--- config.mk ---
export PLATFORM = sky130hd
export DESIGN_NAME = ccs_top
export DESIGN_NICKNAME = d
export VERILOG_FILES = /design/src/core/ccs_pkg.sv /design/src/core/ccs_tmr_if.sv /design/src/core/ccs_timer.sv /design/src/core/ccs_sticky.sv /design/src/core/ccs_top.sv
export SDC_FILE = /design/constraint.sdc
export NUM_CORES = 1
export LEC_CHECK = 0
export BUFFER_PORTS_ARGS = -buffer_cell sky130_fd_sc_hd__buf_4
export CAP_MARGIN = 20
export CELL_PAD_IN_SITES_DETAIL_PLACEMENT = 0
export CELL_PAD_IN_SITES_GLOBAL_PLACEMENT = 2
export CORE_AREA = 2 2 121 123
export CTS_BUF_LIST = sky130_fd_sc_hd__clkbuf_8 sky130_fd_sc_hd__clkbuf_16
export DETAILED_ROUTE_END_ITERATION = 8
export DIE_AREA = 0 0 123 125
export PLACE_DENSITY_LB_ADDON = 0.15
export SLEW_MARGIN = 10
export SYNTH_ARGS = -nofsm -noshare
export SYNTH_HDL_FRONTEND = slang
export SYNTH_SLANG_ARGS = --single-unit
--- constraint.sdc ---
create_clock -name REF_CLK -period 2 [get_ports REF_CLK]
set_input_delay 0.2 -clock REF_CLK [delete_from_list [all_inputs] [get_ports REF_CLK]]
set_output_delay 0.2 -clock REF_CLK [all_outputs]
set_load 0.01 [all_outputs]
--- src/core/ccs_pkg.sv ---
`default_nettype none
package ccs_pkg;

  // ----------------------------------------------------------------
  // Register offsets (byte addresses on the APB)
  // ----------------------------------------------------------------
  localparam int unsigned     APB_AW   = 12;
  localparam logic [11:0]     OFF_CS0  = 12'h000;
  localparam logic [11:0]     OFF_ERR  = 12'h004;
  localparam logic [11:0]     OFF_IST  = 12'h008;
  localparam logic [11:0]     OFF_IMSK = 12'h00C;
  localparam logic [11:0]     OFF_TMR  = 12'h010;

  // ----------------------------------------------------------------
  // Field positions of can_control_status_0
  // ----------------------------------------------------------------
  localparam int unsigned     BIT_FRM  = 7;
  localparam int unsigned     BIT_RXA  = 6;
  localparam int unsigned     BIT_SIW  = 5;
  localparam int unsigned     BIT_SYN  = 4;
  localparam int unsigned     BIT_TEN  = 3;
  localparam int unsigned     BIT_WUP  = 2;
  localparam int unsigned     BIT_INI  = 1;
  localparam int unsigned     BIT_SLP  = 0;

  // ----------------------------------------------------------------
  // Interrupt status and mask layout
  // ----------------------------------------------------------------
  localparam int unsigned     IRQ_W    = 3;
  localparam int unsigned     IRQ_FRM  = 0;
  localparam int unsigned     IRQ_WAKE = 1;
  localparam int unsigned     IRQ_TS   = 2;

  // ----------------------------------------------------------------
  // Reset values, widths and buffer byte positions
  // ----------------------------------------------------------------
  localparam logic            CTL_RST  = 1'h0;
  localparam logic [2:0]      IMSK_RST = 3'h0;
  localparam int unsigned     TMR_W    = 16;
  localparam int unsigned     ERR_W    = 8;
  localparam logic [3:0]      TS_BYTE_HI = 4'hE;
  localparam logic [3:0]      TS_BYTE_LO = 4'hF;

  typedef enum logic [1:0] {MD_RUN, MD_INIT, MD_SLEEP} ccs_mode_t;

endpackage
`default_nettype wire

--- src/core/ccs_tmr_if.sv ---
`timescale 1ns/10ps
`default_nettype none
interface ccs_tmr_if;
  logic                        en;
  logic                        tick;
  logic [ccs_pkg::TMR_W-1:0]   cnt;
  modport ctl (output en, output tick, input cnt);
  modport tmr (input en, input tick, output cnt);
endinterface
`default_nettype wire

--- src/core/ccs_timer.sv ---
`timescale 1ns/10ps
`default_nettype none
module ccs_timer (
  input  wire logic  clk,
  input  wire logic  rst_n,
  input  wire logic  ce,
  ccs_tmr_if.tmr     tif
);

  typedef struct packed {
    logic [ccs_pkg::TMR_W-1:0] cnt;
  } ccs_tmr_st_t;

  ccs_tmr_st_t st_r;
  ccs_tmr_st_t st_nxt;

  always_comb
  begin
    st_nxt = st_r;
    if (!tif.en)
    begin
      st_nxt.cnt = '0;
    end
    else if (tif.tick)
    begin
      st_nxt.cnt = st_r.cnt + 16'h0001;
    end
  end

  always_ff @(posedge clk or negedge rst_n)
  begin
    if (!rst_n)
      st_r <= '0;
    else if (ce)
      st_r <= st_nxt;
  end

  assign tif.cnt = st_r.cnt;

  tmr_clear_a: assert property (@(posedge clk) disable iff (!rst_n)
    (ce && !tif.en) |=> (tif.cnt == 16'h0000))
    else $error("Timestamp counter not cleared while disabled.");

  tmr_step_a: assert property (@(posedge clk) disable iff (!rst_n)
    (ce && tif.en && tif.tick && $past(tif.en)) |=> (tif.cnt == $past(tif.cnt) + 16'h0001))
    else $error("Timestamp counter did not advance on a bit tick.");

endmodule
`default_nettype wire

--- src/core/ccs_sticky.sv ---
`timescale 1ns/10ps
`default_nettype none
module ccs_sticky #(
  parameter int unsigned W = 1
) (
  input  wire logic          clk,
  input  wire logic          rst_n,
  input  wire logic          ce,
  input  wire logic          hold,
  input  wire logic [W-1:0]  set,
  input  wire logic [W-1:0]  clr,
  output logic      [W-1:0]  flags
);

  typedef struct packed {
    logic [W-1:0] flags;
  } ccs_stk_st_t;

  ccs_stk_st_t st_r;
  ccs_stk_st_t st_nxt;

  // A set in the same cycle as a clear wins, so no event is lost.
  always_comb
  begin
    st_nxt = st_r;
    if (hold)
      st_nxt.flags = '0;
    else
      st_nxt.flags = (st_r.flags & ~clr) | set;
  end

  always_ff @(posedge clk or negedge rst_n)
  begin
    if (!rst_n)
      st_r <= '0;
    else if (ce)
      st_r <= st_nxt;
  end

  assign flags = st_r.flags;

  set_wins_a: assert property (@(posedge clk) disable iff (!rst_n)
    (ce && !hold && (set != '0)) |=> ((flags & $past(set)) == $past(set)))
    else $error("Sticky flag lost an event.");

endmodule
`default_nettype wire

--- src/core/ccs_top.sv ---
// Chosen here: the register addresses and the APB slave port.
`timescale 1ns/10ps
`default_nettype none
// Contract
// Set frame-received flag on every correctly received valid message.
// Frame-received flag stays set until reset or a written one.
// Receiver-active flag reads one while receiving, zero when idle or sending.
// In loopback the frame and receiver-active flags carry no meaning.
// Stop-in-wait set stops bus-interface clocks during wait mode.
// Synchronized flag reads one only while synchronized to the bus.
// Timer enable starts a free-running 16-bit bit-clock counter.
// After each valid frame end, store timestamp in the buffer's top bytes.
// No receive timestamp is written in loopback.
// Clearing timer enable resets the counter to zero.
// Timer enable is forced low throughout initialization mode.
// Wake-up enable lets bus traffic restart the controller from sleep.
// Software sets wake-up enable before requesting sleep.
// In init mode the register holds reset except wake, init, sleep bits.
// Reads any time; writes only outside init, except init request.
// Error counter reads valid only in sleep or init; writes ignored.
// Software avoids reading the error counter outside sleep or init.
module ccs_top (
  input  wire logic                        REF_CLK,
  input  wire logic                        RST_N,
  input  wire logic                        CLK_EN,
  input  wire logic                        PSEL,
  input  wire logic                        PENABLE,
  input  wire logic                        PWRITE,
  input  wire logic [ccs_pkg::APB_AW-1:0]  PADDR,
  input  wire logic [31:0]                 PWDATA,
  input  wire logic [3:0]                  PSTRB,
  output logic      [31:0]                 PRDATA,
  output logic                             PREADY,
  output logic                             PSLVERR,
  input  wire logic                        RX_FRAME_OK,
  input  wire logic                        RX_ACTIVE,
  input  wire logic                        BUS_SYNCED,
  input  wire logic                        LOOPBACK,
  input  wire logic                        BIT_TICK,
  input  wire logic                        EOF_VALID,
  input  wire logic                        EOF_IS_RX,
  input  wire logic                        INIT_ACK,
  input  wire logic                        SLEEP_ACK,
  input  wire logic                        WAIT_MODE,
  input  wire logic                        CAN_ACTIVITY,
  input  wire logic [ccs_pkg::ERR_W-1:0]   ERR_COUNT,
  output logic                             INIT_REQ,
  output logic                             SLEEP_REQ,
  output logic                             WAKE_REQ,
  output logic                             BUS_CLK_STOP,
  output logic                             TS_WE,
  output logic      [ccs_pkg::TMR_W-1:0]   TS_DATA,
  output logic                             IRQ
);

  // ----------------------------------------------------------------
  // State
  // ----------------------------------------------------------------
  typedef struct packed {
    logic                         siw;
    logic                         ten;
    logic                         wup;
    logic                         ini;
    logic                         slp;
    logic                         wup_lat;
    logic [31:0]                  prdata;
    logic                         pslverr;
    logic                         ts_we;
    logic [ccs_pkg::TMR_W-1:0]    ts_data;
    logic                         wake;
    logic [ccs_pkg::IRQ_W-1:0]    imsk;
  } ccs_st_t;

  ccs_st_t                        st_r;
  ccs_st_t                        st_nxt;
  ccs_pkg::ccs_mode_t             mode_now;

  logic                           in_init_hold;
  logic                           wr_lock;
  logic                           setup_ph;
  logic                           wr_acc;
  logic                           wr_cs0;
  logic                           wr_ist;
  logic                           addr_hit;
  logic [31:0]                    rd_val;
  logic [7:0]                     cs0_val;
  logic                           frm_flag;
  logic                           frm_set;
  logic                           frm_clr;
  logic                           rxa_view;
  logic                           syn_view;
  logic                           siw_view;
  logic                           ten_view;
  logic                           ts_event;
  logic                           wake_event;
  logic [ccs_pkg::IRQ_W-1:0]      ist_flags;
  logic [ccs_pkg::IRQ_W-1:0]      ist_set;
  logic [ccs_pkg::IRQ_W-1:0]      ist_clr;

  ccs_tmr_if                      tif ();

  // ----------------------------------------------------------------
  // Mode decode and write access
  // ----------------------------------------------------------------
  assign in_init_hold = st_r.ini & INIT_ACK;
  // Writes stay locked until both request and acknowledge are back at
  // zero, so a half-finished exit cannot corrupt the configuration.
  assign wr_lock  = st_r.ini | INIT_ACK;
  assign setup_ph = PSEL & ~PENABLE;
  assign wr_acc   = PSEL & PENABLE & PWRITE & PSTRB[0];
  assign wr_cs0   = wr_acc & (PADDR == ccs_pkg::OFF_CS0);
  assign wr_ist   = wr_acc & (PADDR == ccs_pkg::OFF_IST);

  always_comb
  begin
    if (st_r.ini & INIT_ACK)
      mode_now = ccs_pkg::MD_INIT;
    else if (st_r.slp & SLEEP_ACK)
      mode_now = ccs_pkg::MD_SLEEP;
    else
      mode_now = ccs_pkg::MD_RUN;
  end

  // ----------------------------------------------------------------
  // Status flags
  // ----------------------------------------------------------------
  // Loopback traffic is not counted as reception; the flags are
  // meaningless there and staying quiet is the least surprising choice.
  assign frm_set  = RX_FRAME_OK & ~LOOPBACK; // see R01
  assign frm_clr  = wr_cs0 & ~wr_lock & PWDATA[ccs_pkg::BIT_FRM]; // see R02
  assign rxa_view = RX_ACTIVE & ~LOOPBACK & ~in_init_hold; // see R03
  assign syn_view = BUS_SYNCED & ~in_init_hold;
  // The hold acts on reads, the timer and the clock gate at once; the
  // flops themselves are cleared one edge later.
  assign siw_view = st_r.siw & ~in_init_hold;
  assign ten_view = st_r.ten & ~in_init_hold;

  ccs_sticky #(
    .W     (1)
  ) u_frm (
    .clk   (REF_CLK),
    .rst_n (RST_N),
    .ce    (CLK_EN),
    .hold  (in_init_hold),
    .set   (frm_set),
    .clr   (frm_clr),
    .flags (frm_flag)
  );

  always_comb
  begin
    cs0_val                   = 8'h00;
    cs0_val[ccs_pkg::BIT_FRM] = frm_flag & ~in_init_hold;
    cs0_val[ccs_pkg::BIT_RXA] = rxa_view;
    cs0_val[ccs_pkg::BIT_SIW] = siw_view;
    cs0_val[ccs_pkg::BIT_SYN] = syn_view;
    cs0_val[ccs_pkg::BIT_TEN] = ten_view;
    cs0_val[ccs_pkg::BIT_WUP] = st_r.wup;
    cs0_val[ccs_pkg::BIT_INI] = st_r.ini;
    cs0_val[ccs_pkg::BIT_SLP] = st_r.slp;
  end

  // ----------------------------------------------------------------
  // Timestamp timer
  // ----------------------------------------------------------------
  assign tif.en   = ten_view;
  assign tif.tick = BIT_TICK;

  ccs_timer u_tmr (
    .clk   (REF_CLK),
    .rst_n (RST_N),
    .ce    (CLK_EN),
    .tif   (tif)
  );

  assign ts_event = EOF_VALID & ten_view & ~(LOOPBACK & EOF_IS_RX); // see R08

  // ----------------------------------------------------------------
  // Wake-up and interrupts
  // ----------------------------------------------------------------
  // The enable is frozen when the sleep request bit is set; later changes are ignored.
  assign wake_event = st_r.slp & SLEEP_ACK & st_r.wup_lat & CAN_ACTIVITY; // see R12

  assign ist_set = {ts_event, wake_event, frm_set};
  assign ist_clr = wr_ist ? PWDATA[ccs_pkg::IRQ_W-1:0] : '0;

  ccs_sticky #(
    .W     (ccs_pkg::IRQ_W)
  ) u_ist (
    .clk   (REF_CLK),
    .rst_n (RST_N),
    .ce    (CLK_EN),
    .hold  (1'h0),
    .set   (ist_set),
    .clr   (ist_clr),
    .flags (ist_flags)
  );

  // ----------------------------------------------------------------
  // Read decode
  // ----------------------------------------------------------------
  always_comb
  begin
    rd_val   = 32'h0000_0000;
    addr_hit = 1'b1;
    if (PADDR == ccs_pkg::OFF_CS0)
      rd_val[7:0] = cs0_val;
    else if (PADDR == ccs_pkg::OFF_ERR)
    begin
      unique case (mode_now)
        ccs_pkg::MD_INIT,
        ccs_pkg::MD_SLEEP: rd_val[ccs_pkg::ERR_W-1:0] = ERR_COUNT;
        ccs_pkg::MD_RUN:   rd_val = 32'h0000_0000;
      endcase
    end
    else if (PADDR == ccs_pkg::OFF_IST)
      rd_val[ccs_pkg::IRQ_W-1:0] = ist_flags;
    else if (PADDR == ccs_pkg::OFF_IMSK)
      rd_val[ccs_pkg::IRQ_W-1:0] = st_r.imsk;
    else if (PADDR == ccs_pkg::OFF_TMR)
      rd_val[ccs_pkg::TMR_W-1:0] = tif.cnt;
    else
      addr_hit = 1'b0;
  end

  // ----------------------------------------------------------------
  // Next state
  // ----------------------------------------------------------------
  always_comb
  begin
    st_nxt       = st_r;
    st_nxt.ts_we = ts_event;
    st_nxt.wake  = wake_event;
    if (ts_event)
      st_nxt.ts_data = tif.cnt;
    if (setup_ph)
    begin
      st_nxt.prdata  = rd_val;
      st_nxt.pslverr = ~addr_hit;
    end
    if (!st_r.slp)
      st_nxt.wup_lat = st_r.wup;
    if (wr_cs0)
    begin
      st_nxt.ini = PWDATA[ccs_pkg::BIT_INI];
      if (!wr_lock)
      begin
        st_nxt.siw = PWDATA[ccs_pkg::BIT_SIW];
        st_nxt.ten = PWDATA[ccs_pkg::BIT_TEN];
        st_nxt.wup = PWDATA[ccs_pkg::BIT_WUP];
        st_nxt.slp = PWDATA[ccs_pkg::BIT_SLP];
      end
    end
    if (wr_acc && (PADDR == ccs_pkg::OFF_IMSK))
      st_nxt.imsk = PWDATA[ccs_pkg::IRQ_W-1:0];
    if (wake_event)
      st_nxt.slp = 1'b0;
    if (in_init_hold)
    begin
      st_nxt.siw = ccs_pkg::CTL_RST;
      st_nxt.ten = ccs_pkg::CTL_RST;
    end
  end

  always_ff @(posedge REF_CLK or negedge RST_N)
  begin
    if (!RST_N)
    begin
      st_r      <= '0;
      st_r.imsk <= ccs_pkg::IMSK_RST;
    end
    else if (CLK_EN)
      st_r <= st_nxt;
  end

  // ----------------------------------------------------------------
  // Outputs
  // ----------------------------------------------------------------
  assign PRDATA       = st_r.prdata;
  assign PSLVERR      = st_r.pslverr;
  // The slave answers in the first access cycle unless frozen.
  assign PREADY       = CLK_EN;
  assign INIT_REQ     = st_r.ini;
  assign SLEEP_REQ    = st_r.slp;
  assign WAKE_REQ     = st_r.wake;
  // Only the bus-side gate is requested here; the controller's own
  // clock keeps running, so state survives wait mode unchanged.
  assign BUS_CLK_STOP = WAIT_MODE & siw_view;
  assign TS_WE        = st_r.ts_we;
  assign TS_DATA      = st_r.ts_data;
  assign IRQ          = |(ist_flags & st_r.imsk);

  // ----------------------------------------------------------------
  // Checks
  // ----------------------------------------------------------------
  frm_set_a: assert property (@(posedge REF_CLK) disable iff (!RST_N)
    (CLK_EN && RX_FRAME_OK && !LOOPBACK && !in_init_hold) |=> frm_flag)
    else $error("Frame flag not set by a valid frame.");

  frm_keep_a: assert property (@(posedge REF_CLK) disable iff (!RST_N)
    (CLK_EN && frm_flag && !frm_clr && !in_init_hold) |=> frm_flag)
    else $error("Frame flag dropped without a clear.");

  rxa_read_a: assert property (@(posedge REF_CLK) disable iff (!RST_N)
    (CLK_EN && setup_ph && (PADDR == ccs_pkg::OFF_CS0))
    |=> (PRDATA[ccs_pkg::BIT_RXA] == $past(RX_ACTIVE && !LOOPBACK && !in_init_hold)))
    else $error("Receiver-active read mismatch.");

  clk_stop_a: assert property (@(posedge REF_CLK) disable iff (!RST_N)
    (CLK_EN && wr_cs0 && !wr_lock && !in_init_hold && PWDATA[ccs_pkg::BIT_SIW]) ##1
    WAIT_MODE |-> BUS_CLK_STOP)
    else $error("Bus clocks not stopped in wait mode.");

  syn_read_a: assert property (@(posedge REF_CLK) disable iff (!RST_N)
    (CLK_EN && setup_ph && (PADDR == ccs_pkg::OFF_CS0))
    |=> (PRDATA[ccs_pkg::BIT_SYN] == $past(BUS_SYNCED && !in_init_hold)))
    else $error("Synchronized read mismatch.");

  ts_write_a: assert property (@(posedge REF_CLK) disable iff (!RST_N)
    (CLK_EN && EOF_VALID && ten_view && !(LOOPBACK && EOF_IS_RX))
    |=> (TS_WE && (TS_DATA == $past(tif.cnt))))
    else $error("Timestamp not stored after a valid frame.");

  ts_loop_a: assert property (@(posedge REF_CLK) disable iff (!RST_N)
    (CLK_EN && EOF_VALID && LOOPBACK && EOF_IS_RX) |=> !TS_WE)
    else $error("Receive timestamp written in loopback.");

  ten_init_a: assert property (@(posedge REF_CLK) disable iff (!RST_N)
    (CLK_EN && in_init_hold) [*2] |-> !st_r.ten && !st_r.siw)
    else $error("Timer enable high in initialization mode.");

  wake_off_a: assert property (@(posedge REF_CLK) disable iff (!RST_N)
    (CLK_EN && !st_r.wup_lat) |=> !WAKE_REQ)
    else $error("Wake-up raised while disabled.");

  wr_lock_a: assert property (@(posedge REF_CLK) disable iff (!RST_N)
    (CLK_EN && wr_cs0 && wr_lock && !wake_event)
    |=> ((st_r.wup == $past(st_r.wup)) && (st_r.slp == $past(st_r.slp))))
    else $error("Locked bits changed by a write in initialization.");

  err_gate_a: assert property (@(posedge REF_CLK) disable iff (!RST_N)
    (CLK_EN && setup_ph && (PADDR == ccs_pkg::OFF_ERR) && (mode_now == ccs_pkg::MD_RUN))
    |=> (PRDATA == 32'h0000_0000) && !PSLVERR)
    else $error("Error counter exposed outside sleep or initialization.");

endmodule
`default_nettype wire

# Yosys cells after proc, flatten, opt, wreduce, memory -nomap -nowiden

Index checks and enable logic that the tools add are counted.

$add $sub $neg: 1
Equal/unequal tests: 9
Mux-type cells: 25
Bitwise gates (word level): 38
Reduce and logical (&&, ||, !) cells: 16

Operators with widths:

| operator                | number |
|---|---|
| $mux W16                | 4 |
| $mux W13                | 2 |
| $and A1 B1 Y1           | 24 |
| $eq A12 B4 Y1 const B   | 2 |
| $add A16 B1 Y16 const B | 1 |
| $mux W8                 | 2 |
| $pmux W8 S2             | 1 |
| $eq A12 B3 Y1 const B   | 1 |
| $eq A12 B5 Y1 const B   | 1 |
| $logic_not A12 Y1       | 1 |
| $mux W3                 | 4 |
| $reduce_and A2 Y1       | 6 |
| $reduce_and A3 Y1       | 3 |
| $mux W1                 | 8 |
| $not A1 Y1              | 8 |
| $and A3 B3 Y3           | 2 |
| $mux W2                 | 3 |
| $mux W5                 | 1 |
| $ne A2 B2 Y1 const B    | 2 |
| $reduce_bool A2 Y1      | 2 |
| $not A3 Y3              | 1 |
| $or A3 B3 Y3            | 1 |
| $reduce_or A3 Y1        | 1 |
| $eq A2 B1 Y1 const B    | 1 |
| other kinds (6)         | 7 |

Register bits after elaboration: 80
Input bits: 73
Output and inout bits: 56
Word-level logic and storage cells: 104

# Logic depth before layout (Yosys ltp)

Word-level depth: 10
Mapped depth: 7
Mapped depth without buffers: 6

# By module

From an unflattened synthesis, not the netlist that was laid out.

Cells, all modules: 358
Area, all modules: 3631.0 um^2

Modules (own cells, without submodules):

| module             | times used | cells an instance | area an instance (um^2) | sequential area each (um^2) |
|---|---|---|---|---|
| ccs_top            | 1          | 246               | 2561.2                  | 1101.1 |
| ccs_timer          | 1          | 96                | 895.9                   | 400.4 |
| ccs_sticky (u_ist) | 1          | 12                | 131.4                   | 75.1 |
| ccs_sticky (u_frm) | 1          | 4                 | 42.5                    | 25.0 |

# Worst setup path after synthesis

Ideal clock, no wire load.

Path type: input port to flip-flop
From: input port PADDR[9] (netlist name)
To: register st_r (netlist bit cs0_val[2])
Library setup time: 0.125 ns
Data arrival time: 2.047 ns
Data required time: 1.875 ns
Slack: -0.172 ns
Stages on the path: 5
Buffers on the path: 1
Cell sequence: or4_4 > or4_4 > buf_6 > or3_4 > mux2_4

Longest elaborated chain between the ends: 3

Ends and longest elaborated chain:

| what                               | line           | RTL |
|---|---|---|
| start, declared                    | ccs_top.sv:29  | `input wire logic [ccs_pkg::APB_AW-1:0] PADDR,` |
| $logic_not A12 Y1                  | ccs_top.sv:111 | `assign wr_cs0 = wr_acc & (PADDR == ccs_pkg::OFF_CS0);` |
| $and A1 B1 Y1                      | ccs_top.sv:111 |  |
| $reduce_and A3 Y1 (no source line) | n/a            |  |
| end signal, assigned               | ccs_top.sv:273 | `st_r <= st_nxt;` |
| end, declared                      | ccs_top.sv:74  | `ccs_st_t st_r;` |

No other way between the ends.
A chain may end at the register's enable or synchronous reset.

# Final worst setup path

From: register st_r (netlist bit INIT_REQ)
To: register u_tmr.st_r (netlist bit u_tmr.tif.cnt[15])

Longest elaborated chain between the ends: 5
Elaborated cells between the ends (all ways): 6
Those cells by class: 1 x eq/ne; 1 x mux; 3 x bitwise; 1 x reduce/logical

Ends and longest elaborated chain:

| what                               | line            | RTL |
|---|---|---|
| $and A1 B1 Y1 *                    | ccs_top.sv:105  | `assign in_init_hold = st_r.ini & INIT_ACK;` |
| $not A1 Y1 *                       | ccs_top.sv:136  | `assign ten_view = st_r.ten & ~in_init_hold;` |
| $and A1 B1 Y1 *                    | ccs_top.sv:136  |  |
| $ne A2 B2 Y1 (no source line)      | n/a             |  |
| $reduce_and A2 Y1 (no source line) | n/a             |  |
| end signal, assigned               | ccs_timer.sv:35 | `st_r <= st_nxt;` |
| end, declared                      | ccs_timer.sv:14 | `ccs_tmr_st_t st_r;` |

Mark *: on every way between the ends. The rest lies on a longest branch, timed or not.

==> impl_table.tex <==
\begin{tabular}{lr}
\hline
Metric & Value \\
\hline
\multicolumn{2}{l}{\textbf{Status}} \\
\quad Outcome & completed \\
\multicolumn{2}{l}{\textbf{Route}} \\
\quad DRC violations left & 0 \\
\quad Via total after detailed routing & about 2900 \\
\quad Remaining number of nets flagged by the antenna check after routing & 0 \\
\quad Initial DRT Pass Iterations & 4 \\
\quad Initial drt markers & 84 \\
\quad Post-DR vias/cell & roughly 4.7 \\
\quad Average detailed-routed wire length per instance & 16.7 um \\
\quad Drt total wl & about 11000 um \\
\multicolumn{2}{l}{\textbf{Floorplan}} \\
\quad DIE AREA & $\sim$15000 um\^{}2 \\
\quad Chip Width & 123 um \\
\quad Count of pins on the block boundary & 129 \\
\quad Die boundary height & 125 um \\
\quad Placeable core area & about 14000 um\^{}2 \\
\quad Initial cell density of the core & about a quarter \\
\quad Row count & 44 \\
\multicolumn{2}{l}{\textbf{Synth}} \\
\quad Post-synthesis sequential element count & 64 \\
\quad Top cell type's share of synthesized area & approximately 45\% \\
\quad FFs w/ async S/R, synth & 100\% \\
\quad Number of instances in the synthesized netlist & about 370 \\
\quad Distinct cells, synth & 51 \\
\quad Synthesized area per cell & just under 10 um\^{}2 \\
\quad Share of the yosys chip area belonging to registers & 44.6\% \\
\quad Main synth FF type & sky130\_fd\_sc\_hd\_\_dfrtp\_1 \\
\quad Post-synth EDFFs & 0 \\
\quad Cell with the most instances after synthesis & sky130\_fd\_sc\_hd\_\_dfrtp\_1 \\
\quad Summed instance area of the synthesized netlist & 3590 um\^{}2 \\
\quad Post-synthesis cell type with the largest combined area & sky130\_fd\_sc\_hd\_\_dfrtp\_1 \\
\quad Count of yosys warnings during synthesis & 0 \\
\quad Ranking of synthesized cells by area & sky130\_fd\_sc\_hd\_\_dfrtp\_1 (45\%), sky130\_fd\_sc\_hd\_\_buf\_4 (10\%), sky130\_fd\_sc\_hd\_\_mux2\_2 (5.7\%), sky130\_fd\_sc\_hd\_\_nand2\_1 (2.9\%), sky130\_fd\_sc\_hd\_\_o21ai\_0 (2.5\%) \\
\quad List of most frequent post-synthesis cells & sky130\_fd\_sc\_hd\_\_dfrtp\_1 (64), sky130\_fd\_sc\_hd\_\_buf\_4 (49), sky130\_fd\_sc\_hd\_\_nand2\_1 (28) \\
\multicolumn{2}{l}{\textbf{STA}} \\
\quad Final worst path period need & approximately 1.9 ns \\
\quad Fmax & between 0.5 and 0.6 GHz \\
\quad Slew margin rel. & between 40\% and 50\% \\
\quad Setup repair after global routing missed its margin & no \\
\quad Tightest hold margin & between 0.06 and 0.07 ns \\
\quad Count of final hold-check violations & 0 \\
\quad Worst clock skew on the final layout & 0.00440 ns \\
\quad Sum Neg Setup Slack & 0 ns \\
\quad Measured slew at the worst slew-check pin & approximately 0.87 ns \\
\quad Final-report setup violation count & 0 \\
\quad Pins over their slew limit & 0 \\
\quad Share of the clock period used by the worst path after layout & 95.0\% \\
\quad Post-layout worst setup margin & roughly 0.1 ns \\
\multicolumn{2}{l}{\textbf{GRT}} \\
\quad Initial antenna violation count & 0 \\
\quad Global-route congestion overflow total & 0 \\
\quad Global router's overall resource usage & 14.3\% \\
\quad Wire length of the first global-routing pass & roughly 16000 um \\
\quad Via count of the first global-routing pass & $\sim$3000 \\
\quad Maximum number of pins on one net before global-route repair & 34 \\
\multicolumn{2}{l}{\textbf{Final layout}} \\
\quad Finished layout cell area & 4610 um\^{}2 \\
\quad Sequential cell area & about 1600 um\^{}2 \\
\quad Final net count & slightly above 500 \\
\quad Filler cell count in the final layout & between 1000 and 1500 \\
\quad Fraction of final layout cells sized beyond drive strength 1 & a little over a third \\
\quad Area added between synthesis and finish & 28.4\% \\
\quad Filler-free cell count of the finished design & 630 \\
\quad Diode insertion count for antenna repair & 0 \\
\quad Utilization of the core after routing & between 30\% and 40\% \\
\quad Area used by multi-input combinational logic & roughly 1600 um\^{}2 \\
\multicolumn{2}{l}{\textbf{Pwr}} \\
\quad Leakage power & about 2.1 nW \\
\quad Design Power & 3.24 mW \\
\quad Cell Pwr Density & 703 nW/um\^{}2 \\
\quad Maximum vdd ir drop & between 0.0004 and 0.0005 V \\
\multicolumn{2}{l}{\textbf{Critical path}} \\
\quad Crit path launch type & flop \\
\quad Required time worst endpoint & between 2 and 2.5 ns \\
\quad Setup Crit Path Kind & reg2reg \\
\quad Largest stage delay, worst path & 0.57 ns \\
\quad Data arrival time at the worst-slack endpoint & roughly 2.2 ns \\
\quad Most numerous cell on the critical path & sky130\_fd\_sc\_hd\_\_or4\_4 \\
\quad Slowest library cell on the worst path & sky130\_fd\_sc\_hd\_\_or4\_4 \\
\quad Worst path cell trace & ha\_4 > nor3b\_1 > or4\_4 > or4\_4 > a21oi\_2 \\
\quad Worst reg2reg setup slack & 0.10 ns \\
\quad Crit end category & flop \\
\quad Largest driver fanout on the critical path & 12 \\
\multicolumn{2}{l}{\textbf{Placed design}} \\
\quad Number of buffer cells added on primary ports & 83 \\
\quad Count of placed standard cells including taps & just over 600 \\
\quad Area after DPL & between 4000 and 5000 um\^{}2 \\
\quad Routability cong. & between 0.7 and 0.8 \\
\quad Worst-case setup slack after placement & -0.123 ns \\
\quad Hpwl dp & 8000 um \\
\multicolumn{2}{l}{\textbf{Clock network}} \\
\quad Post-CTS setup-driven buffer insertion count & 0 \\
\quad Clk\_lat worst skew & between 0.3 and 0.4 ns \\
\quad Number of clock buffers inserted by TritonCTS & 9 \\
\quad Total clock sinks & 64 \\
\quad CTS tree & built \\
\quad Clock slew at reported path FFs & $\sim$0.06 ns \\
\quad Number of buffers on the longest clock path & 2 \\
\quad H-tree depth reported by CTS & 3 \\
\quad Buffer type at the clock tree root & sky130\_fd\_sc\_hd\_\_clkbuf\_16 \\
\multicolumn{2}{l}{\textbf{Flow run}} \\
\quad Max\_cap viols & 0 \\
\multicolumn{2}{l}{\textbf{Worst hold path}} \\
\quad Worst min-delay path category & in2reg \\
\hline
\end{tabular}
[worst max-delay path: cells and delay by family (launching register included)]
family                     cells  cell delay, ns
and+or+nand+nor                3            1.15
AOI/OAI and AO/OA              1            0.14
adders and majority gates      1            0.16
DFF                            1            0.38
[layout make-up]
cell class | count | area share, %
timing repair buffer | 113 | 18.7
sequential | 64 | 34.8
tap | 184 | 5.00
multi-input combinational | 237 | 33.8
inverter | 17 | 1.39
clock inverter | 5 | 1.09
clock buffer | 10 | 5.19
[layout by cell type, fill, tap and decap left out, types with 4 or more instances in the layout]
cell,synthesis,final
sky130_fd_sc_hd__buf_4,49,111
sky130_fd_sc_hd__dfrtp_1,64,63
sky130_fd_sc_hd__nand2_1,28,28
sky130_fd_sc_hd__inv_1,16,18
sky130_fd_sc_hd__o21ai_0,18,18
sky130_fd_sc_hd__mux2_2,18,18
sky130_fd_sc_hd__conb_1,1,16
sky130_fd_sc_hd__nor2_1,15,15
sky130_fd_sc_hd__a21oi_1,15,14
sky130_fd_sc_hd__nor3_1,10,10
sky130_fd_sc_hd__nand3_1,10,10
sky130_fd_sc_hd__a22o_1,10,10
sky130_fd_sc_hd__nand4_1,9,9
sky130_fd_sc_hd__clkbuf_16,0,9
sky130_fd_sc_hd__nand2b_1,8,8
sky130_fd_sc_hd__a31oi_1,7,7
sky130_fd_sc_hd__and4_1,6,6
sky130_fd_sc_hd__o221ai_1,5,5
sky130_fd_sc_hd__o22ai_1,5,5
sky130_fd_sc_hd__or3_1,5,5
sky130_fd_sc_hd__or4_4,2,4
[kinds of logic (layout without fill, tap and decap cells)]
kind of cell | Yosys count | in the layout | share of synthesized area [%]
xor+xnor | 2 | 2 | 0.488
mux | 19 | 19 | 6.07
fa+ha+maj | 3 | 3 | 1.05
buf+inv | 83 | 145 | 14.4
other cells | 1 | 16 | 0.105
compound gates | 78 | 78 | 14.5
flops | 64 | 64 | 44.6
simple gates | 119 | 119 | 18.7
[power breakdown]
| part | switching, mW | internal (mW) |
|---|---|---|
| sequential | 0.0303 | 1.33 |
| combinational | 0.170 | 0.153 |
| clock | 0.577 | 0.979 |
| total | 0.777 | 2.46 |
[per-layer routing]
layer  routed length [um]  up-vias  track usage (%)
li1                     -     1417                -
met1                 4700     1430             18.5
met2                 5150       85             22.9
met3                  492       15             3.65
met4                  187        0             5.08
met5                    0        -                0
[path summary, 6_finish.rpt]
kind,from,endpoint,cells past startpoint
setup / recovery,INIT_REQ,u_tmr.tif.cnt[15],5
hold / removal,LOOPBACK,u_ist.flags[0],2
setup reg to reg,INIT_REQ,u_tmr.tif.cnt[15],5
hold reg to reg,TS_DATA[9],TS_DATA[9],2
max in group asynchronous,RST_N,u_tmr.tif.cnt[0],3
min in group asynchronous,RST_N,PRDATA[8],2
[state kept, by name (all words and copies together) (netlist names)]
name	count
TS_WE	1
WAKE_REQ	1
PSLVERR	1
PRDATA	16
st_r	6
u_tmr.tif.cnt	16
cs0_val	1
SLEEP_REQ	1
u_ist.flags	3
TS_DATA	16
u_frm.flags	1
INIT_REQ	1
[repair_timing]
action	CTS	global route
setup endpoints to repair	2	4
pin swaps	0	2
resized for setup	3	5
endpoints found under the hold margin	32	0
hold buffers	1	0
No activity file was read; power rests on OpenSTA's default activity.
